## src/ssp_pkg.sv

```systemverilog
// Purpose: Shared constants and types for the synchronous serial port
// Assumes: One system clock; all configuration arrives as plain ports
// Notes:   Format codes, interrupt bit positions and thresholds live here

package ssp_pkg;

	// ----------------------------------------------------------------
	// Data and queue shape
	// ----------------------------------------------------------------
	localparam int          DATA_W        = 16;
	localparam int          QUEUE_DEPTH   = 8;
	localparam int          CNT_W         = 4;
	localparam logic [3:0]  QUEUE_HALF    = 4'h4;  // Service threshold
	localparam logic [4:0]  CMD_BITS      = 5'h08; // Control message length
	localparam logic [4:0]  TURN_BITS     = 5'h01; // Turnaround clock after it
	localparam logic [4:0]  SIZE_MIN      = 5'h04;

	// ----------------------------------------------------------------
	// Divider limits and timeout
	// ----------------------------------------------------------------
	localparam logic [7:0]  PRESCALE_MIN  = 8'h02;
	localparam logic [7:0]  PRESCALE_MAX  = 8'hfe;
	localparam logic [6:0]  TIMEOUT_HALVES = 7'h40; // 32 serial clock periods

	// ----------------------------------------------------------------
	// Interrupt source positions
	// ----------------------------------------------------------------
	localparam int          INT_TX_SVC    = 0;
	localparam int          INT_RX_SVC    = 1;
	localparam int          INT_RX_TMO    = 2;
	localparam int          INT_RX_OVR    = 3;

	// ----------------------------------------------------------------
	// Reset values
	// ----------------------------------------------------------------
	localparam logic [5:0]  EDGE_RST      = 6'h00;
	localparam logic [15:0] WORD_RST      = 16'h0000;

	// Frame formats
	typedef enum logic [1:0] {
		FMT_SPI   = 2'b00,
		FMT_PULSE = 2'b01,
		FMT_HALF  = 2'b10,
		FMT_RSVD  = 2'b11
	} ssp_fmt_e;

	// Frame sequencer states
	typedef enum logic [1:0] {
		ST_IDLE  = 2'b00,
		ST_LEAD  = 2'b01,
		ST_SHIFT = 2'b10,
		ST_TAIL  = 2'b11
	} ssp_state_e;

	// Link configuration carried as one group
	typedef struct packed {
		ssp_fmt_e    frame_format;
		logic        clock_polarity;
		logic        clock_phase;
		logic [3:0]  data_size;         // Word length minus one, 3..15
		logic [7:0]  prescale_divisor;  // Even, 2..254
		logic [7:0]  serial_clock_rate; // Second divisor minus one
	} ssp_cfg_s;

endpackage

```

## src/ssp_top.sv

```systemverilog
// Purpose: Master synchronous serial port with queues, DMA requests, interrupts
// Assumes: Pins synchronous to clk; master operation; config steady in a frame
// Notes:   Serial clock derived from clk through two dividers into half ticks
//
// What this block does
// - System clock first divided by an even prescale divisor, 2 to 254.
// - Then divided by one plus rate field; serial clock is product quotient.
// - Transmit words wait in a 16-bit, 8-entry queue until serialized.
// - Received words wait in a 16-bit, 8-entry queue until read.
// - Writing the data port pushes the word into the transmit queue.
// - Reading the data port pops the oldest received word.
// - Both queues raise DMA requests only when their enable bits are set.
// - Four interrupt sources are ORed into one interrupt request line.
// - A source reaches the request only when its mask bit is one.
// - Raw and masked status of every source are both readable.
// - Words are 4 to 16 bits, most significant bit first.
// - Serial clock rests at its idle level, toggling only during frames.
// - Idle serial clock for a timeout with received data raises timeout.
// - In SPI and half-duplex formats frame select is low all frame.
// - Frame-pulse format launches on rising edges, samples on falling edges.
// - Frame-pulse idle: clock and frame low, transmit line released.
// - Frame-pulse: one-period frame pulse, word loaded, MSB on next rise.
// - Frame-pulse: received word queued on first rise after its LSB.
// - Half-duplex: 8-bit command without receive, then 4-16 bit reply.
// - SPI clock polarity bit sets the idle clock level.
// - SPI phase bit selects first or second transition for sampling.

`timescale 1ns/1ps

// ----------------------------------------------------------------
// Generic queue
// ----------------------------------------------------------------
module ssp_fifo #(
	parameter int WIDTH = 16,
	parameter int DEPTH = 8
) (
	input  wire logic                       clk,
	input  wire logic                       rst,
	input  wire logic                       in_valid,
	output logic                            in_ready,
	input  wire logic [WIDTH-1:0]           in_data,
	output logic                            out_valid,
	input  wire logic                       out_ready,
	output logic [WIDTH-1:0]                out_data,
	output logic [$clog2(DEPTH+1)-1:0]      count
);
	localparam int PW = $clog2(DEPTH);
	localparam int CW = $clog2(DEPTH+1);

	logic [WIDTH-1:0] mem [DEPTH];
	logic [PW-1:0]    wr_ptr_r;
	logic [PW-1:0]    rd_ptr_r;
	logic [CW-1:0]    count_r;
	logic             push;
	logic             pop;

	// Handshakes and status
	assign in_ready  = (count_r != CW'(DEPTH));
	assign out_valid = (count_r != '0);
	assign push      = in_valid && in_ready;
	assign pop       = out_valid && out_ready;
	assign out_data  = mem[rd_ptr_r];
	assign count     = count_r;

	// Storage write
	always_ff @(posedge clk) begin
		if (push) begin
			mem[wr_ptr_r] <= in_data;
		end
	end

	// Pointers and fill level
	always_ff @(posedge clk or posedge rst) begin
		if (rst) begin
			wr_ptr_r <= '0;
			rd_ptr_r <= '0;
			count_r  <= '0;
		end else begin
			if (push) begin
				wr_ptr_r <= (wr_ptr_r == PW'(DEPTH-1)) ? '0 : wr_ptr_r + 1'b1;
			end
			if (pop) begin
				rd_ptr_r <= (rd_ptr_r == PW'(DEPTH-1)) ? '0 : rd_ptr_r + 1'b1;
			end
			if (push && !pop) begin
				count_r <= count_r + 1'b1;
			end else if (pop && !push) begin
				count_r <= count_r - 1'b1;
			end
		end
	end
endmodule // ssp_fifo

// ----------------------------------------------------------------
// Serial port top
// ----------------------------------------------------------------
module ssp_top #(
	parameter int DATA_W = ssp_pkg::DATA_W,
	parameter int DEPTH  = ssp_pkg::QUEUE_DEPTH
) (
	input  wire logic              clk,
	input  wire logic              rst,
	input  wire logic              port_enable,
	input  wire ssp_pkg::ssp_cfg_s cfg,
	input  wire logic              tx_wr_valid,
	output logic                   tx_wr_ready,
	input  wire logic [DATA_W-1:0] tx_wr_data,
	output logic                   rx_rd_valid,
	input  wire logic              rx_rd_ready,
	output logic [DATA_W-1:0]      rx_rd_data,
	input  wire logic              dma_tx_enable,
	input  wire logic              dma_rx_enable,
	output logic                   dma_tx_req,
	output logic                   dma_rx_req,
	input  wire logic [3:0]        interrupt_mask,
	input  wire logic              clear_timeout,
	input  wire logic              clear_overrun,
	output logic [3:0]             raw_int_status,
	output logic [3:0]             masked_int_status,
	output logic                   int_req,
	output logic                   serial_clock_pin_o,
	output logic                   serial_clock_pin_oe_n,
	output logic                   frame_select_pin,
	output logic                   serial_out_pin_o,
	output logic                   serial_out_pin_oe_n,
	input  wire logic              serial_in_pin
);
	localparam int CW = $clog2(DEPTH+1);

	ssp_pkg::ssp_state_e state_r;
	ssp_pkg::ssp_fmt_e   fmt_r;
	logic                cpol_r;
	logic                cpha_r;
	logic [4:0]          nsize_r;
	logic [6:0]          pre_cnt_r;
	logic [7:0]          scr_cnt_r;
	logic [5:0]          edge_r;
	logic                tail_r;
	logic [15:0]         tx_sh_r;
	logic [15:0]         rx_sh_r;
	logic                rx_push_r;
	logic [15:0]         rx_word_r;
	logic [6:0]          tmo_cnt_r;
	logic                tmo_r;
	logic                ovr_r;
	logic                sclk_r;
	logic                fss_r;
	logic                sout_r;
	logic                sout_oe_n_r;
	logic                sclk_oe_n_r;
	logic [3:0]          raw_r;
	logic [3:0]          masked_r;
	logic                int_r;
	logic                dma_tx_r;
	logic                dma_rx_r;

	logic                tx_q_valid;
	logic [DATA_W-1:0]   tx_q_data;
	logic [CW-1:0]       tx_count;
	logic                rx_in_ready;
	logic [CW-1:0]       rx_count;

	// ----------------------------------------------------------------
	// Bit rate dividers
	// ----------------------------------------------------------------
	// Half a serial period is prescale/2 times (1 + rate) system cycles
	logic [6:0] pre_half;
	logic       pre_tick;
	logic       half_tick;
	assign pre_half  = (cfg.prescale_divisor[7:1] == 7'h00) ? 7'h01
	                   : cfg.prescale_divisor[7:1];
	assign pre_tick  = (pre_cnt_r >= pre_half - 7'h01);
	assign half_tick = pre_tick && (scr_cnt_r >= cfg.serial_clock_rate);

	// Free running divider chain
	always_ff @(posedge clk or posedge rst) begin
		if (rst) begin
			pre_cnt_r <= 7'h00;
			scr_cnt_r <= 8'h00;
		end else begin
			pre_cnt_r <= pre_tick ? 7'h00 : pre_cnt_r + 7'h01;
			if (pre_tick) begin
				scr_cnt_r <= half_tick ? 8'h00 : scr_cnt_r + 8'h01;
			end
		end
	end

	// ----------------------------------------------------------------
	// Queues
	// ----------------------------------------------------------------
	logic start;
	assign start = half_tick && (state_r == ssp_pkg::ST_IDLE) && port_enable && tx_q_valid;

	// Transmit queue, written by the data port, drained at frame start
	ssp_fifo #(.WIDTH(DATA_W), .DEPTH(DEPTH)) u_tx_q (
		.clk       (clk),
		.rst       (rst),
		.in_valid  (tx_wr_valid),
		.in_ready  (tx_wr_ready),
		.in_data   (tx_wr_data),
		.out_valid (tx_q_valid),
		.out_ready (start),
		.out_data  (tx_q_data),
		.count     (tx_count)
	);

	// Receive queue, filled by the shifter, drained by the data port
	ssp_fifo #(.WIDTH(DATA_W), .DEPTH(DEPTH)) u_rx_q (
		.clk       (clk),
		.rst       (rst),
		.in_valid  (rx_push_r),
		.in_ready  (rx_in_ready),
		.in_data   (rx_word_r),
		.out_valid (rx_rd_valid),
		.out_ready (rx_rd_ready),
		.out_data  (rx_rd_data),
		.count     (rx_count)
	);

	// ----------------------------------------------------------------
	// Frame decode
	// ----------------------------------------------------------------
	// Word length, bits per frame and edge parity
	logic [4:0]  n_in;
	logic [4:0]  nbits;
	logic [5:0]  last_edge;
	logic        is_pulse;
	logic        is_half;
	logic        cpha_eff;
	logic        cpol_eff;
	logic        sample_now;
	logic        shift_now;
	logic [15:0] load_word;
	logic [15:0] rx_mask;
	assign n_in       = {1'b0, cfg.data_size} + 5'h01;
	assign is_pulse   = (fmt_r == ssp_pkg::FMT_PULSE);
	assign is_half    = (fmt_r == ssp_pkg::FMT_HALF);
	assign nbits      = is_half ? nsize_r + ssp_pkg::CMD_BITS + ssp_pkg::TURN_BITS
	                            : nsize_r;
	assign last_edge  = {nbits, 1'b0} - 6'h01;
	assign cpha_eff   = is_pulse ? 1'b1 : (is_half ? 1'b0 : cpha_r);
	assign cpol_eff   = (fmt_r == ssp_pkg::FMT_SPI || fmt_r == ssp_pkg::FMT_RSVD)
	                    ? cpol_r : 1'b0;
	assign sample_now = (edge_r[0] == cpha_eff) &&
	                    (!is_half || edge_r[5:1] >= ssp_pkg::CMD_BITS + ssp_pkg::TURN_BITS);
	assign shift_now  = (edge_r[0] != cpha_eff) && (edge_r != 6'h00) && (edge_r != last_edge);
	assign load_word  = (cfg.frame_format == ssp_pkg::FMT_HALF) ? {tx_q_data[7:0], 8'h00}
	                    : 16'(tx_q_data << (5'h10 - n_in));
	assign rx_mask    = 16'(17'h0ffff >> (5'h10 - nsize_r));

	// ----------------------------------------------------------------
	// Frame sequencer
	// ----------------------------------------------------------------
	// Config latched at start; all moves on half ticks
	always_ff @(posedge clk or posedge rst) begin
		if (rst) begin
			state_r <= ssp_pkg::ST_IDLE;
			fmt_r   <= ssp_pkg::FMT_SPI;
			cpol_r  <= 1'b0;
			cpha_r  <= 1'b0;
			nsize_r <= ssp_pkg::SIZE_MIN;
			edge_r  <= ssp_pkg::EDGE_RST;
			tail_r  <= 1'b0;
		end else if (half_tick) begin
			case (state_r)
				ssp_pkg::ST_IDLE: begin
					if (start) begin
						fmt_r   <= cfg.frame_format;
						cpol_r  <= cfg.clock_polarity;
						cpha_r  <= cfg.clock_phase;
						nsize_r <= n_in;
						state_r <= ssp_pkg::ST_LEAD;
					end
				end
				ssp_pkg::ST_LEAD: begin
					// One half period, so a frame pulse spans one serial period
					edge_r  <= ssp_pkg::EDGE_RST;
					state_r <= ssp_pkg::ST_SHIFT;
				end
				ssp_pkg::ST_SHIFT: begin
					edge_r <= edge_r + 6'h01;
					if (edge_r == last_edge) begin
						tail_r  <= 1'b0;
						state_r <= ssp_pkg::ST_TAIL;
					end
				end
				ssp_pkg::ST_TAIL: begin
					tail_r <= 1'b1;
					if (tail_r) begin
						state_r <= ssp_pkg::ST_IDLE;
					end
				end
				default: begin
					state_r <= ssp_pkg::ST_IDLE;
				end
			endcase
		end
	end

	// Shift registers: transmit leftward, receive into the low end
	always_ff @(posedge clk or posedge rst) begin
		if (rst) begin
			tx_sh_r <= ssp_pkg::WORD_RST;
			rx_sh_r <= ssp_pkg::WORD_RST;
		end else if (start) begin
			tx_sh_r <= load_word;
		end else if (half_tick && state_r == ssp_pkg::ST_SHIFT) begin
			if (shift_now) begin
				tx_sh_r <= {tx_sh_r[14:0], 1'b0};
			end
			if (sample_now) begin
				rx_sh_r <= {rx_sh_r[14:0], serial_in_pin};
			end
		end
	end

	// Received word handed to the queue on the first tail tick
	logic tail_push;
	assign tail_push = half_tick && (state_r == ssp_pkg::ST_TAIL) && !tail_r;
	always_ff @(posedge clk or posedge rst) begin
		if (rst) begin
			rx_push_r <= 1'b0;
			rx_word_r <= ssp_pkg::WORD_RST;
		end else begin
			rx_push_r <= tail_push;
			if (tail_push) begin
				rx_word_r <= rx_sh_r & rx_mask;
			end
		end
	end

	// ----------------------------------------------------------------
	// Pin drivers
	// ----------------------------------------------------------------
	// Next pin levels per state and format
	logic idle_fss;
	logic sclk_nxt;
	logic fss_nxt;
	logic sout_nxt;
	logic oe_n_nxt;
	assign idle_fss = (cfg.frame_format != ssp_pkg::FMT_PULSE);

	always_comb begin
		sclk_nxt = sclk_r;
		fss_nxt  = fss_r;
		sout_nxt = sout_r;
		oe_n_nxt = sout_oe_n_r;
		case (state_r)
			ssp_pkg::ST_IDLE: begin
				if (start) begin
					sclk_nxt = (cfg.frame_format == ssp_pkg::FMT_PULSE);
					fss_nxt  = (cfg.frame_format == ssp_pkg::FMT_PULSE);
					sout_nxt = (cfg.frame_format == ssp_pkg::FMT_PULSE) ? 1'b0 : load_word[15];
					oe_n_nxt = (cfg.frame_format == ssp_pkg::FMT_PULSE);
				end else begin
					sclk_nxt = (cfg.frame_format == ssp_pkg::FMT_SPI ||
					            cfg.frame_format == ssp_pkg::FMT_RSVD) ?
					           cfg.clock_polarity : 1'b0;
					fss_nxt  = idle_fss;
					sout_nxt = 1'b0;
					oe_n_nxt = !idle_fss;
				end
			end
			ssp_pkg::ST_LEAD: begin
				sclk_nxt = is_pulse ? 1'b0 : cpol_eff;
			end
			ssp_pkg::ST_SHIFT: begin
				sclk_nxt = !sclk_r;
				if (edge_r == 6'h00 && cpha_eff) begin
					sout_nxt = tx_sh_r[15];
					oe_n_nxt = 1'b0;
					fss_nxt  = is_pulse ? 1'b0 : fss_r;
				end else if (shift_now) begin
					sout_nxt = tx_sh_r[14];
				end
			end
			ssp_pkg::ST_TAIL: begin
				sclk_nxt = is_pulse ? !tail_r : cpol_eff;
				fss_nxt  = is_pulse ? 1'b0 : tail_r;
				oe_n_nxt = is_pulse ? tail_r : 1'b0;
			end
			default: begin
				sclk_nxt = 1'b0;
			end
		endcase
	end

	// Registered pin outputs
	always_ff @(posedge clk or posedge rst) begin
		if (rst) begin
			sclk_r      <= 1'b0;
			fss_r       <= 1'b1;
			sout_r      <= 1'b0;
			sout_oe_n_r <= 1'b0;
			sclk_oe_n_r <= 1'b1;
		end else begin
			sclk_oe_n_r <= !port_enable;
			if (half_tick) begin
				sclk_r      <= sclk_nxt;
				fss_r       <= fss_nxt;
				sout_r      <= sout_nxt;
				sout_oe_n_r <= oe_n_nxt;
			end
		end
	end

	// ----------------------------------------------------------------
	// Timeout, overrun and interrupt status
	// ----------------------------------------------------------------
	// Idle half ticks counted while received data waits
	logic tmo_arm;
	logic tmo_hit;
	logic ovr_hit;
	assign tmo_arm = (state_r == ssp_pkg::ST_IDLE) && rx_rd_valid;
	assign tmo_hit = tmo_arm && half_tick && (tmo_cnt_r == ssp_pkg::TIMEOUT_HALVES - 7'h01);
	assign ovr_hit = rx_push_r && !rx_in_ready;

	// Sticky flags; a new event beats a clear in the same cycle
	always_ff @(posedge clk or posedge rst) begin
		if (rst) begin
			tmo_cnt_r <= 7'h00;
			tmo_r     <= 1'b0;
			ovr_r     <= 1'b0;
		end else begin
			if (!tmo_arm) begin
				tmo_cnt_r <= 7'h00;
			end else if (half_tick && tmo_cnt_r != ssp_pkg::TIMEOUT_HALVES) begin
				tmo_cnt_r <= tmo_cnt_r + 7'h01;
			end
			tmo_r <= tmo_hit | (tmo_r & !clear_timeout);
			ovr_r <= ovr_hit | (ovr_r & !clear_overrun);
		end
	end

	// Raw sources, masking, combined request and DMA requests
	logic [3:0] raw_nxt;
	assign raw_nxt[ssp_pkg::INT_TX_SVC] = (tx_count <= CW'(ssp_pkg::QUEUE_HALF));
	assign raw_nxt[ssp_pkg::INT_RX_SVC] = (rx_count >= CW'(ssp_pkg::QUEUE_HALF));
	assign raw_nxt[ssp_pkg::INT_RX_TMO] = tmo_hit | tmo_r;
	assign raw_nxt[ssp_pkg::INT_RX_OVR] = ovr_hit | ovr_r;

	always_ff @(posedge clk or posedge rst) begin
		if (rst) begin
			raw_r    <= 4'h0;
			masked_r <= 4'h0;
			int_r    <= 1'b0;
			dma_tx_r <= 1'b0;
			dma_rx_r <= 1'b0;
		end else begin
			raw_r    <= raw_nxt;
			masked_r <= raw_nxt & interrupt_mask;
			int_r    <= |(raw_nxt & interrupt_mask);
			dma_tx_r <= dma_tx_enable && (tx_count != CW'(DEPTH));
			dma_rx_r <= dma_rx_enable && (rx_count != '0);
		end
	end

	// Output wiring
	assign raw_int_status        = raw_r;
	assign masked_int_status     = masked_r;
	assign int_req               = int_r;
	assign dma_tx_req            = dma_tx_r;
	assign dma_rx_req            = dma_rx_r;
	assign serial_clock_pin_o    = sclk_r;
	assign serial_clock_pin_oe_n = sclk_oe_n_r;
	assign frame_select_pin      = fss_r;
	assign serial_out_pin_o      = sout_r;
	assign serial_out_pin_oe_n   = sout_oe_n_r;
endmodule // ssp_top

```

## config.mk

```make
export PLATFORM = sky130hd
export DESIGN_NAME = ssp_top
export DESIGN_NICKNAME = d
export VERILOG_FILES = /design/src/ssp_pkg.sv /design/src/ssp_top.sv
export SDC_FILE = /design/constraint.sdc
export NUM_CORES = 1
export LEC_CHECK = 0
export BUFFER_PORTS_ARGS = -buffer_cell sky130_fd_sc_hd__buf_4
export CORE_ASPECT_RATIO = 0.8
export CORE_MARGIN = 1
export CORE_UTILIZATION = 61
export DETAILED_ROUTE_END_ITERATION = 10
export PLACE_DENSITY = 0.79
export SLEW_MARGIN = 40
export SYNTH_ARGS = -nofsm -noshare
export SYNTH_HDL_FRONTEND = slang
export SYNTH_SLANG_ARGS = --single-unit
```

## constraint.sdc

```tcl
create_clock -name clk -period 5.4 [get_ports clk]
set_input_delay 1.08 -clock clk [delete_from_list [all_inputs] [get_ports clk]]
set_output_delay 1.08 -clock clk [all_outputs]
set_load 0.02 [all_outputs]
```

* Yosys cells after proc, flatten, opt, wreduce, memory -nomap -nowiden
Memories as Yosys holds them, arrays and structs flattened.
Index checks and enable logic that the tools add are counted.
** Word-level totals
- Register bits :: 127
- RAM bits :: 256
- Input port bits :: 54
- Output and inout bits :: 34
- Logic and storage cells :: 216
- Memories :: 2
** Memories
- u_rx_q.mem :: depth 8, width 16, rd ports 1, clocked after memory_dff 0, wr ports 1, line ssp_top.sv:50 : logic [WIDTH-1:0] mem [DEPTH];
- u_tx_q.mem :: depth 8, width 16, rd ports 1, clocked after memory_dff 0, wr ports 1, line ssp_top.sv:50
** Cells by class
- Add/sub/neg operators :: 19
- $lt $le $gt $ge :: 5
- Eq/ne operators :: 29
- Shift operators :: 2
- Muxes and demuxes :: 51
- Bitwise logic cells :: 9
- Reduce and logical (&&, ||, !) cells :: 67
** Operators with widths (number)
- 16-bit 2-to-1 mux :: 4
- 7-bit 2-to-1 mux :: 4
- 1-bit logical AND :: 26
- 1-bit 2-to-1 mux :: 23
- 16-bit AND :: 1
- 4-bit 2-to-1 mux :: 4
- 16-bit by 5-bit left shift with 16-bit output :: 1
- 16-bit by 5-bit >> shifter with 16-bit output (first input constant) :: 1
- 3-bit AND reduction :: 5
- 7-bit by 1-bit adder with 7-bit output (second input constant) :: 2
- 2-bit nonzero test :: 7
- 3-bit by 1-bit adder with 3-bit output (second input constant) :: 4
- 2-bit equality test (second input constant) :: 6
- 3-bit equality test (second input constant) :: 4
- 1-bit logical NOT :: 12
- 3-bit 2-to-1 mux :: 4
- 6-bit one-hot mux with 2 select lines :: 1
- 5-bit subtractor (first input constant) :: 2
- 4-bit by 1-bit adder with 4-bit output (second input constant) :: 2
- 8-bit by 1-bit adder with 8-bit output (second input constant) :: 1
- 8-bit >= comparator :: 1
- 8-bit 2-to-1 mux :: 1
- 2-bit by 1-bit != test with 1-bit output (second input constant) :: 4
- 4-bit != test (second input constant) :: 2
- 40 further kinds :: 60

* Longest topological paths before layout
Gate-level depths: netlist of run 1.
- Depth in word-level cells :: 12
- Depth in mapped cells :: 22
- Gate-level depth less buffers :: 19

* Modules after synthesis
Synthesis of run 1 repeated with hierarchy kept, for this count alone.
** Second synthesis, totals
- Cell total of the unflattened synthesis :: 1151
- Area, all modules :: 17619.4 um^2
** Modules (own cells, without submodules)
- ssp_top :: instances 1, cells each 651, area each 6434.9 um^2, sequential area each 2681.3 um^2
- ssp_fifo (u_rx_q) :: instances 1, cells each 249, area each 5596.6 um^2, sequential area each 4093.9 um^2
- ssp_fifo (u_tx_q) :: instances 1, cells each 251, area each 5587.9 um^2, sequential area each 4093.9 um^2

* Least setup slack after synthesis of run 1
OpenSTA, ideal clock, no wires.
- Path type :: input to register
- From :: input port cfg[10] in the netlist's numbering
- To :: register u_tx_q.count_r[3] (netlist: u_tx_q.count[3])
- Library setup time :: 0.123 ns
- Arrival time :: 4.618 ns
- Required time :: 5.277 ns
- Slack :: 0.658 ns
- Stages on the path :: 22
- Path buffers :: 3
- Cell sequence :: nor4_1 > a21oi_1 > ha_1 > nand2_1 > nor3_1 > xnor2_1 > ha_1 > and2_0 > a221o_1 > a41oi_1 > clkbuf_1 > nor3_2 > inv_2 > buf_2 > buf_2 > ha_1 > nand2_1 > nor2_1 > o21ai_0 > a21oi_1 > o21bai_1 > xnor2_1
** Between the ends
- Longest elaborated chain between the ends :: 12
- Elaborated cells on any way between the ends :: 14
- Classes of those cells :: add/sub: 1; order compare: 1; mux: 2; reduce/logical: 10
** RTL lines
- start, declared :: line ssp_top.sv:104 : input wire ssp_pkg::ssp_cfg_s cfg,
- 7-bit logical NOT :: line ssp_top.sv:170 : assign pre_half = (cfg.prescale_divisor[7:1] == 7'h00) ? 7'h01
- 7-bit 2-to-1 mux * :: line ssp_top.sv:170
- 7-bit by 1-bit subtractor with 7-bit output * :: line ssp_top.sv:172 : assign pre_tick = (pre_cnt_r >= pre_half - 7'h01);
- 7-bit >= comparator * :: line ssp_top.sv:172
- 1-bit logical AND * :: line ssp_top.sv:173 : assign half_tick = pre_tick && (scr_cnt_r >= cfg.serial_clock_rate);
- 1-bit logical AND * (3 in series) :: line ssp_top.sv:192 : assign start = half_tick && (state_r == ssp_pkg::ST_IDLE) && port_enable && tx_q_valid;
- 1-bit logical AND * :: line ssp_top.sv:61 : assign pop = out_valid && out_ready;
- 1-bit logical NOT :: line ssp_top.sv:85 : if (push && !pop) begin
- 1-bit logical AND :: line ssp_top.sv:85
- 4-bit 2-to-1 mux / 2-bit nonzero test (equally long branches)
- end signal, assigned :: line ssp_top.sv:86 : count_r <= count_r + 1'b1;
- end signal, assigned :: line ssp_top.sv:88 : count_r <= count_r - 1'b1;
- end, declared :: line ssp_top.sv:53 : logic [CW-1:0] count_r;
Every way passes the cells marked *; elsewhere a longest branch is shown, timed or not.
A chain may end at the register's enable or synchronous reset.

* Worst setup path in the final report of run 1
- From :: input port cfg[10] in the netlist's numbering
- To :: register u_tx_q.count_r[2] (netlist: u_tx_q.count[2])
The elaborated chain is that of the path after synthesis.

==> results of run 1 <==
-- sequential cells by signal, indices dropped and copies added (netlist names), 2 cells and up --
signal	count
u_rx_q.count	4
pre_cnt_r	7
fmt_r	2
u_tx_q.count	4
masked_int_status	4
tx_sh_r	16
u_tx_q.rd_ptr_r	3
raw_int_status	4
u_tx_q.mem	128
rx_word_r	16
rx_sh_r	16
u_rx_q.rd_ptr_r	3
state_r	2
u_rx_q.mem	128
u_rx_q.wr_ptr_r	3
nsize_r	5
u_tx_q.wr_ptr_r	3
scr_cnt_r	8
edge_r	6
tmo_cnt_r	7
-- layer usage --
metal | up-vias | wire [um] | global-route usage [%]
met4 | 0 | 526 | 5.18
li1 | 4667 | - | -
met3 | 48 | 1940 | 3.18
met2 | 317 | 15900 | 37.9
met1 | 5067 | 15500 | 36.4
met5 | - | 0 | 0
-- worst max path at each step --
stage | startpoint | endpoint | slack, ns | cells past startpoint
floorplan | cfg[10] | u_tx_q.count[3] | 0.66 | 22
global placement | cfg[10] | u_tx_q.count[2] | 0.66 | 20
detailed placement | cfg[10] | u_tx_q.count[2] | 0.60 | 20
CTS | cfg[10] | u_tx_q.count[2] | 1.14 | 20
global route | cfg[10] | u_tx_q.count[2] | 0.77 | 20
finish | cfg[10] | u_tx_q.count[2] | 1.13 | 20
-- stage by stage --
step	utilization [%]	total power [mW]	area [um2]	setup WS (ns)	std cells
CTS	71.4	7.40	19600	1.14	1667
finish	71.4	7.35	19600	1.13	1667
global route	71.4	7.66	19600	0.770	1667
global placement	66.8	4.83	18400	0.656	1593
floorplan	-	4.49	17200	0.658	1173
detailed placement	67.1	4.89	18500	0.604	1600
-- area by class of cell --
| class | count | area (um2) | area share (%) |
|---|---|---|---|
| Multi-Input combinational cell | 693 | 6050 | 30.8 |
| Timing Repair Buffer | 116 | 905 | 4.61 |
| Tap cell | 364 | 455 | 2.32 |
| Clock buffer | 46 | 981 | 5.00 |
| Clock inverter | 21 | 196 | 1.00 |
| Sequential cell | 383 | 10900 | 55.4 |
| Inverter | 44 | 168 | 0.854 |
-- cell families after synthesis --
family | after synthesis | share of synthesized area [%]
fa+ha+maj | 51 | 3.74
compound gates | 162 | 6.33
mux | 143 | 14.0
flops | 383 | 63.0
xor+xnor | 45 | 2.42
simple gates | 292 | 8.04
buf+inv | 97 | 2.43
-- cell usage in the layout, fill, tap and decap left out, types with 21 or more instances in the layout --
cell,count
a21oi_1,21
buf_4,108
clkbuf_16,38
dfrtp_1,118
edfxtp_1,256
ha_1,49
inv_1,42
mux2_2,44
mux2i_1,27
mux4_2,61
nand2_1,108
nand3_1,30
nor2_1,53
o21ai_0,49
xnor2_1,22
xor2_1,21
-- power breakdown --
part           internal, mW  switching (mW)  total (mW)
combinational         0.550           0.600        1.15
sequential             3.39           0.287        3.68
clock                  1.44            1.07        2.52
-- worst max-delay path, stage by stage --
cell	delay, ns
buf_4	0.12
nor4_1	0.34
a21oi_1	0.19
ha_1	0.25
nand2_1	0.10
nor3_1	0.06
xnor2_1	0.12
ha_1	0.28
and2_0	0.18
a221o_1	0.33
a41oi_1	0.31
nor3_2	0.10
inv_2	0.21
nand2_1	0.13
xor2_1	0.16
ha_1	0.19
a21oi_1	0.15
xor2_1	0.16
nor2_1	0.06
xor2_1	0.14
==> results_dict.tcl, run 1 <==
set metrics [dict create \
    drive_gt1_share_pct 23.9 \
    overflow 0 \
    fp.dieH_um 152 \
    report.final.setup_viol 0 \
    grt_pass1_wl_um 54400 \
    fmax_mhz 234 \
    synth_cells 1173 \
    start_kind "input pin" \
    ios 88 \
    cts.htree.levels 2 \
    timing.rr.end "tx_sh_r[13]" \
    drc 0 \
    crit_type "input pin to flop" \
    drtPass1Iterations 5 \
    hold_depth 2 \
    cts_tree "built" \
    cts_sinks 383 \
    hold_path_end "raw_int_status[3]" \
    yosys-top-cells-area "edfxtp_1 45%, dfrtp_1 18%, mux4_2 8.0%" \
    antenna_cells 0 \
    die_area_mm2 0.0290 \
    worst_pin_slew_ns 0.768 \
    gp_congestion 0.885 \
    grtUsageTotal_pct 24.1 \
    crit_required_ns 5.80 \
    rsz0062_at_grt "false" \
    maxCapViolCount 0 \
    cts_buffers 38 \
    ctsLongestPathBuffers 3 \
    yosys.area.top_type_share_pct 44.6 \
    clock_skew_ns 0.0287 \
    synth_cell_types 82 \
    synth_edf_count 256 \
    hold_slack_ns 0.458 \
    crit_arrival_ns 4.67 \
    netlist_area_mm2 0.0172 \
    hold_class "flop to flop" \
    area_delta_synth_final_pct 13.9 \
    async_reset_ff_share_pct 33.2 \
    tns_ns 0 \
    grt_antenna_before_repair 0 \
    yosys-top-cells-count "256 x edfxtp_1, 124 x dfrtp_1, 108 x nand2_1" \
    vdd_drop_max_v 0.000215 \
    power.density_mw_per_mm2 374 \
    synth-main-ff-cell "edfxtp_1" \
    reg2reg_from "nsize_r[0]" \
    clk_pin_slew_ns 0.06 \
    cts_hold_buf 0 \
    final_nets 1381 \
    dp_hpwl_um 22000 \
    core_area_mm2 0.0275 \
    crit_fanout 14 \
    endpoint_kind "flop" \
    fin_crit_ns 4.27 \
    ff2ff_setup_slack_ns 2.04 \
    post-cts-setup-buffers 0 \
    postRouteAntennaNets 0 \
    yosysMostFrequentCell "edfxtp_1" \
    period_share_pct 79.1 \
    r2r_cells 11 \
    hold_viol_final 0 \
    num_vias 10100 \
    routedWlPerCell_um 20.3 \
    outcome "complete, no violations" \
    max_slew_margin_pct 48.3 \
    grt_max_degree 72 \
    syn_avg_cell_area_um2 14.7 \
    min-delay-start "ovr_r" \
    synth_fp_nets 1278 \
    io_buffers 86 \
    ys_ff_latch 383 \
    yosys_warnings 0 \
    die_width_um 190 \
    ctsResizeCount 0 \
    grt_pass1_vias 10100 \
    routed_wl_um 33800 \
    rows 54 \
    drv_slew 0 \
    clockRootBuffer "clkbuf_16" \
    drt-initial-drc-count 832 \
    ys_seq_area_share_pct 63.0 \
    yosys.area.top_type "edfxtp_1" \
    fillers 1775 \
    p_leak_nw 7.08 \
    insertion_delay_ns 0.53 \
    start_util_pct 62.7 \
    via_per_inst 6.06 \
]
(Power assumes the default switching activity.)
==> run 2: changes to the inputs <==
CORE_UTILIZATION = 55   (was 61)
PLACE_DENSITY = 0.76   (was 0.79)
clock period = 3.6 ns   (was 5.4 ns; I/O delays follow)
==> results_dict.tcl, run 2 (same netlist as run 1, synthesis figures left out) <==
set metrics [dict create \
    slowest_delay_ns 0.34 \
    cts_tree "built" \
    max_slew_margin_pct 53.1 \
    report.final.setup_viol 0 \
    crit_required_ns 4.01 \
    use_met2_pct 36.1 \
    grt_antenna_before_repair 0 \
    ios 88 \
    cts_buffers 39 \
    core_area_mm2 0.0306 \
    cts_sinks 383 \
    crit_fanout 3 \
    worst_slack_ns 0.207 \
    hold_viol_final 0 \
    outcome "complete, no violations" \
    maxCapViolCount 0 \
    power.density_mw_per_mm2 586 \
    drtPass1Iterations 5 \
    layout_common_cells "256 x edfxtp_1, 140 x buf_4, 122 x dfrtp_1, 107 x nand2_1, 61 x mux4_2" \
    drt-initial-drc-count 802 \
    fin_crit_ns 3.39 \
    grt_max_degree 75 \
    antenna_cells 0 \
    area_delta_synth_final_pct 17.2 \
    final_area_mm2 0.0202 \
    fin_util_pct 66.0 \
    clk_pin_slew_ns 0.06 \
    final_nets 1418 \
    vdd_drop_max_v 0.000435 \
    postRouteAntennaNets 0 \
    worst_pin_slew_ns 0.703 \
    clock_skew_ns 0.0153 \
    fp.dieH_um 160 \
    fmax_mhz 295 \
    fillers 2124 \
    overflow 0 \
    startpoint "cfg[10]" \
    crit_arrival_ns 3.81 \
    layout_commonest_cell "edfxtp_1" \
    endpoint_kind "flop" \
    ctsLongestPathBuffers 3 \
    drc 0 \
    via_per_inst 5.93 \
    path_common_cell "xor2_1" \
    tns_ns 0 \
    period_share_pct 94.2 \
    hold_slack_ns 0.163 \
    reg2reg_from "nsize_r[0]" \
    crit_type "input pin to flop" \
    io_buffers 86 \
    start_util_pct 56.4 \
    crit_slowest_cell "a221o_1" \
    die_width_um 200 \
    gr-max-usage-layer "met2" \
    drv_slew 0 \
    routed_wl_um 34600 \
    cts.htree.levels 2 \
    clockRootBuffer "clkbuf_16" \
    die_area_mm2 0.0321 \
    insertion_delay_ns 0.53 \
    grt_util_met1_pct 32.2 \
    grt_pass1_wl_um 55800 \
    grt_use_met3_pct 3.59 \
    pre_cts_ws_ns -0.353 \
    rows 57 \
    hold_class "input pin to asynchronous set/reset pin" \
    gp_congestion 0.853 \
    crit_chain "buf_4, nor4_4, a21oi_2, ha_2, nand2_2, xor2_1, ha_1, a21o_1, a221o_1, a41oi_2, nor3_4, inv_2, nand2_1, xor2_1, ha_2, a21oi_2, xor2_1, nor2_1, xor2_1" \
    drive_gt1_share_pct 26.6 \
    cts_hold_buf 0 \
    grt_pass1_vias 10600 \
    place_area_mm2 0.0189 \
    grtUsageTotal_pct 22.5 \
    dp_hpwl_um 22200 \
    largestRegisters "u_rx_q.mem x128, u_tx_q.mem x128" \
    num_vias 10400 \
    start_kind "input pin" \
    p_leak_nw 7.47 \
    routedWlPerCell_um 19.7 \
]
## run 2: timing repair
action / in CTS / in global routing
gates resized for setup: 0 / 1
buffers inserted: 0 / 2
setup endpoints to repair: 0 / 2
## run 2: final cells by class
cell class	count	area [um2]	share of cell area, %
multi-input combinational	693	6100	30.2
clock buffer	52	1040	5.17
timing repair buffer	152	1260	6.26
inverter	44	169	0.836
clock inverter	20	244	1.21
sequential	383	10900	53.8
tap	413	517	2.56
## run 2: report_power, final
| part | internal [mW] | switching, mW |
|---|---|---|
| clock | 2.42 | 1.65 |
| sequential | 5.09 | 0.356 |
| combinational | 1.14 | 1.19 |
| total | 8.64 | 3.19 |
## run 2: worst max-delay path, delay by kind of cell
kind,cells,cell delay (ns)
AOI/OAI and AO/OA,5,1.02
xor gates and xnor gates,4,0.62
adders and majority gates,3,0.65
buffers and inverters,2,0.20
and+or+nand+nor,5,0.59
## run 2: metal layers
| layer | share of wire, % | vias up |
|---|---|---|
| met2 | 48 | 336 |
| met1 | 44 | 5286 |
| met5 | 0 | - |
| met3 | 5.3 | 53 |
| met4 | 2.1 | 0 |
| li1 | - | 4740 |
## run 2: stage by stage
stage / total power [mW] / instances
6_report: 11.8 / 1757
3_5_place_dp: 7.85 / 1683
2_1_floorplan: 7.07 / 1173
3_3_place_gp: 7.76 / 1680
5_1_grt: 12.4 / 1757
4_1_cts: 11.9 / 1755
## run 2: worst paths after layout
check	endpoint	slack (ns)	cells past startpoint
setup / recovery	u_tx_q.count[2]	0.21	19
hold / removal	dma_rx_req	0.16	2
setup reg to reg	tx_sh_r[12]	0.37	12
hold reg to reg	raw_int_status[3]	0.47	2
max in group asynchronous	u_rx_q.rd_ptr_r[2]	2.61	3
min in group clk	serial_clock_pin_oe_n	0.32	2
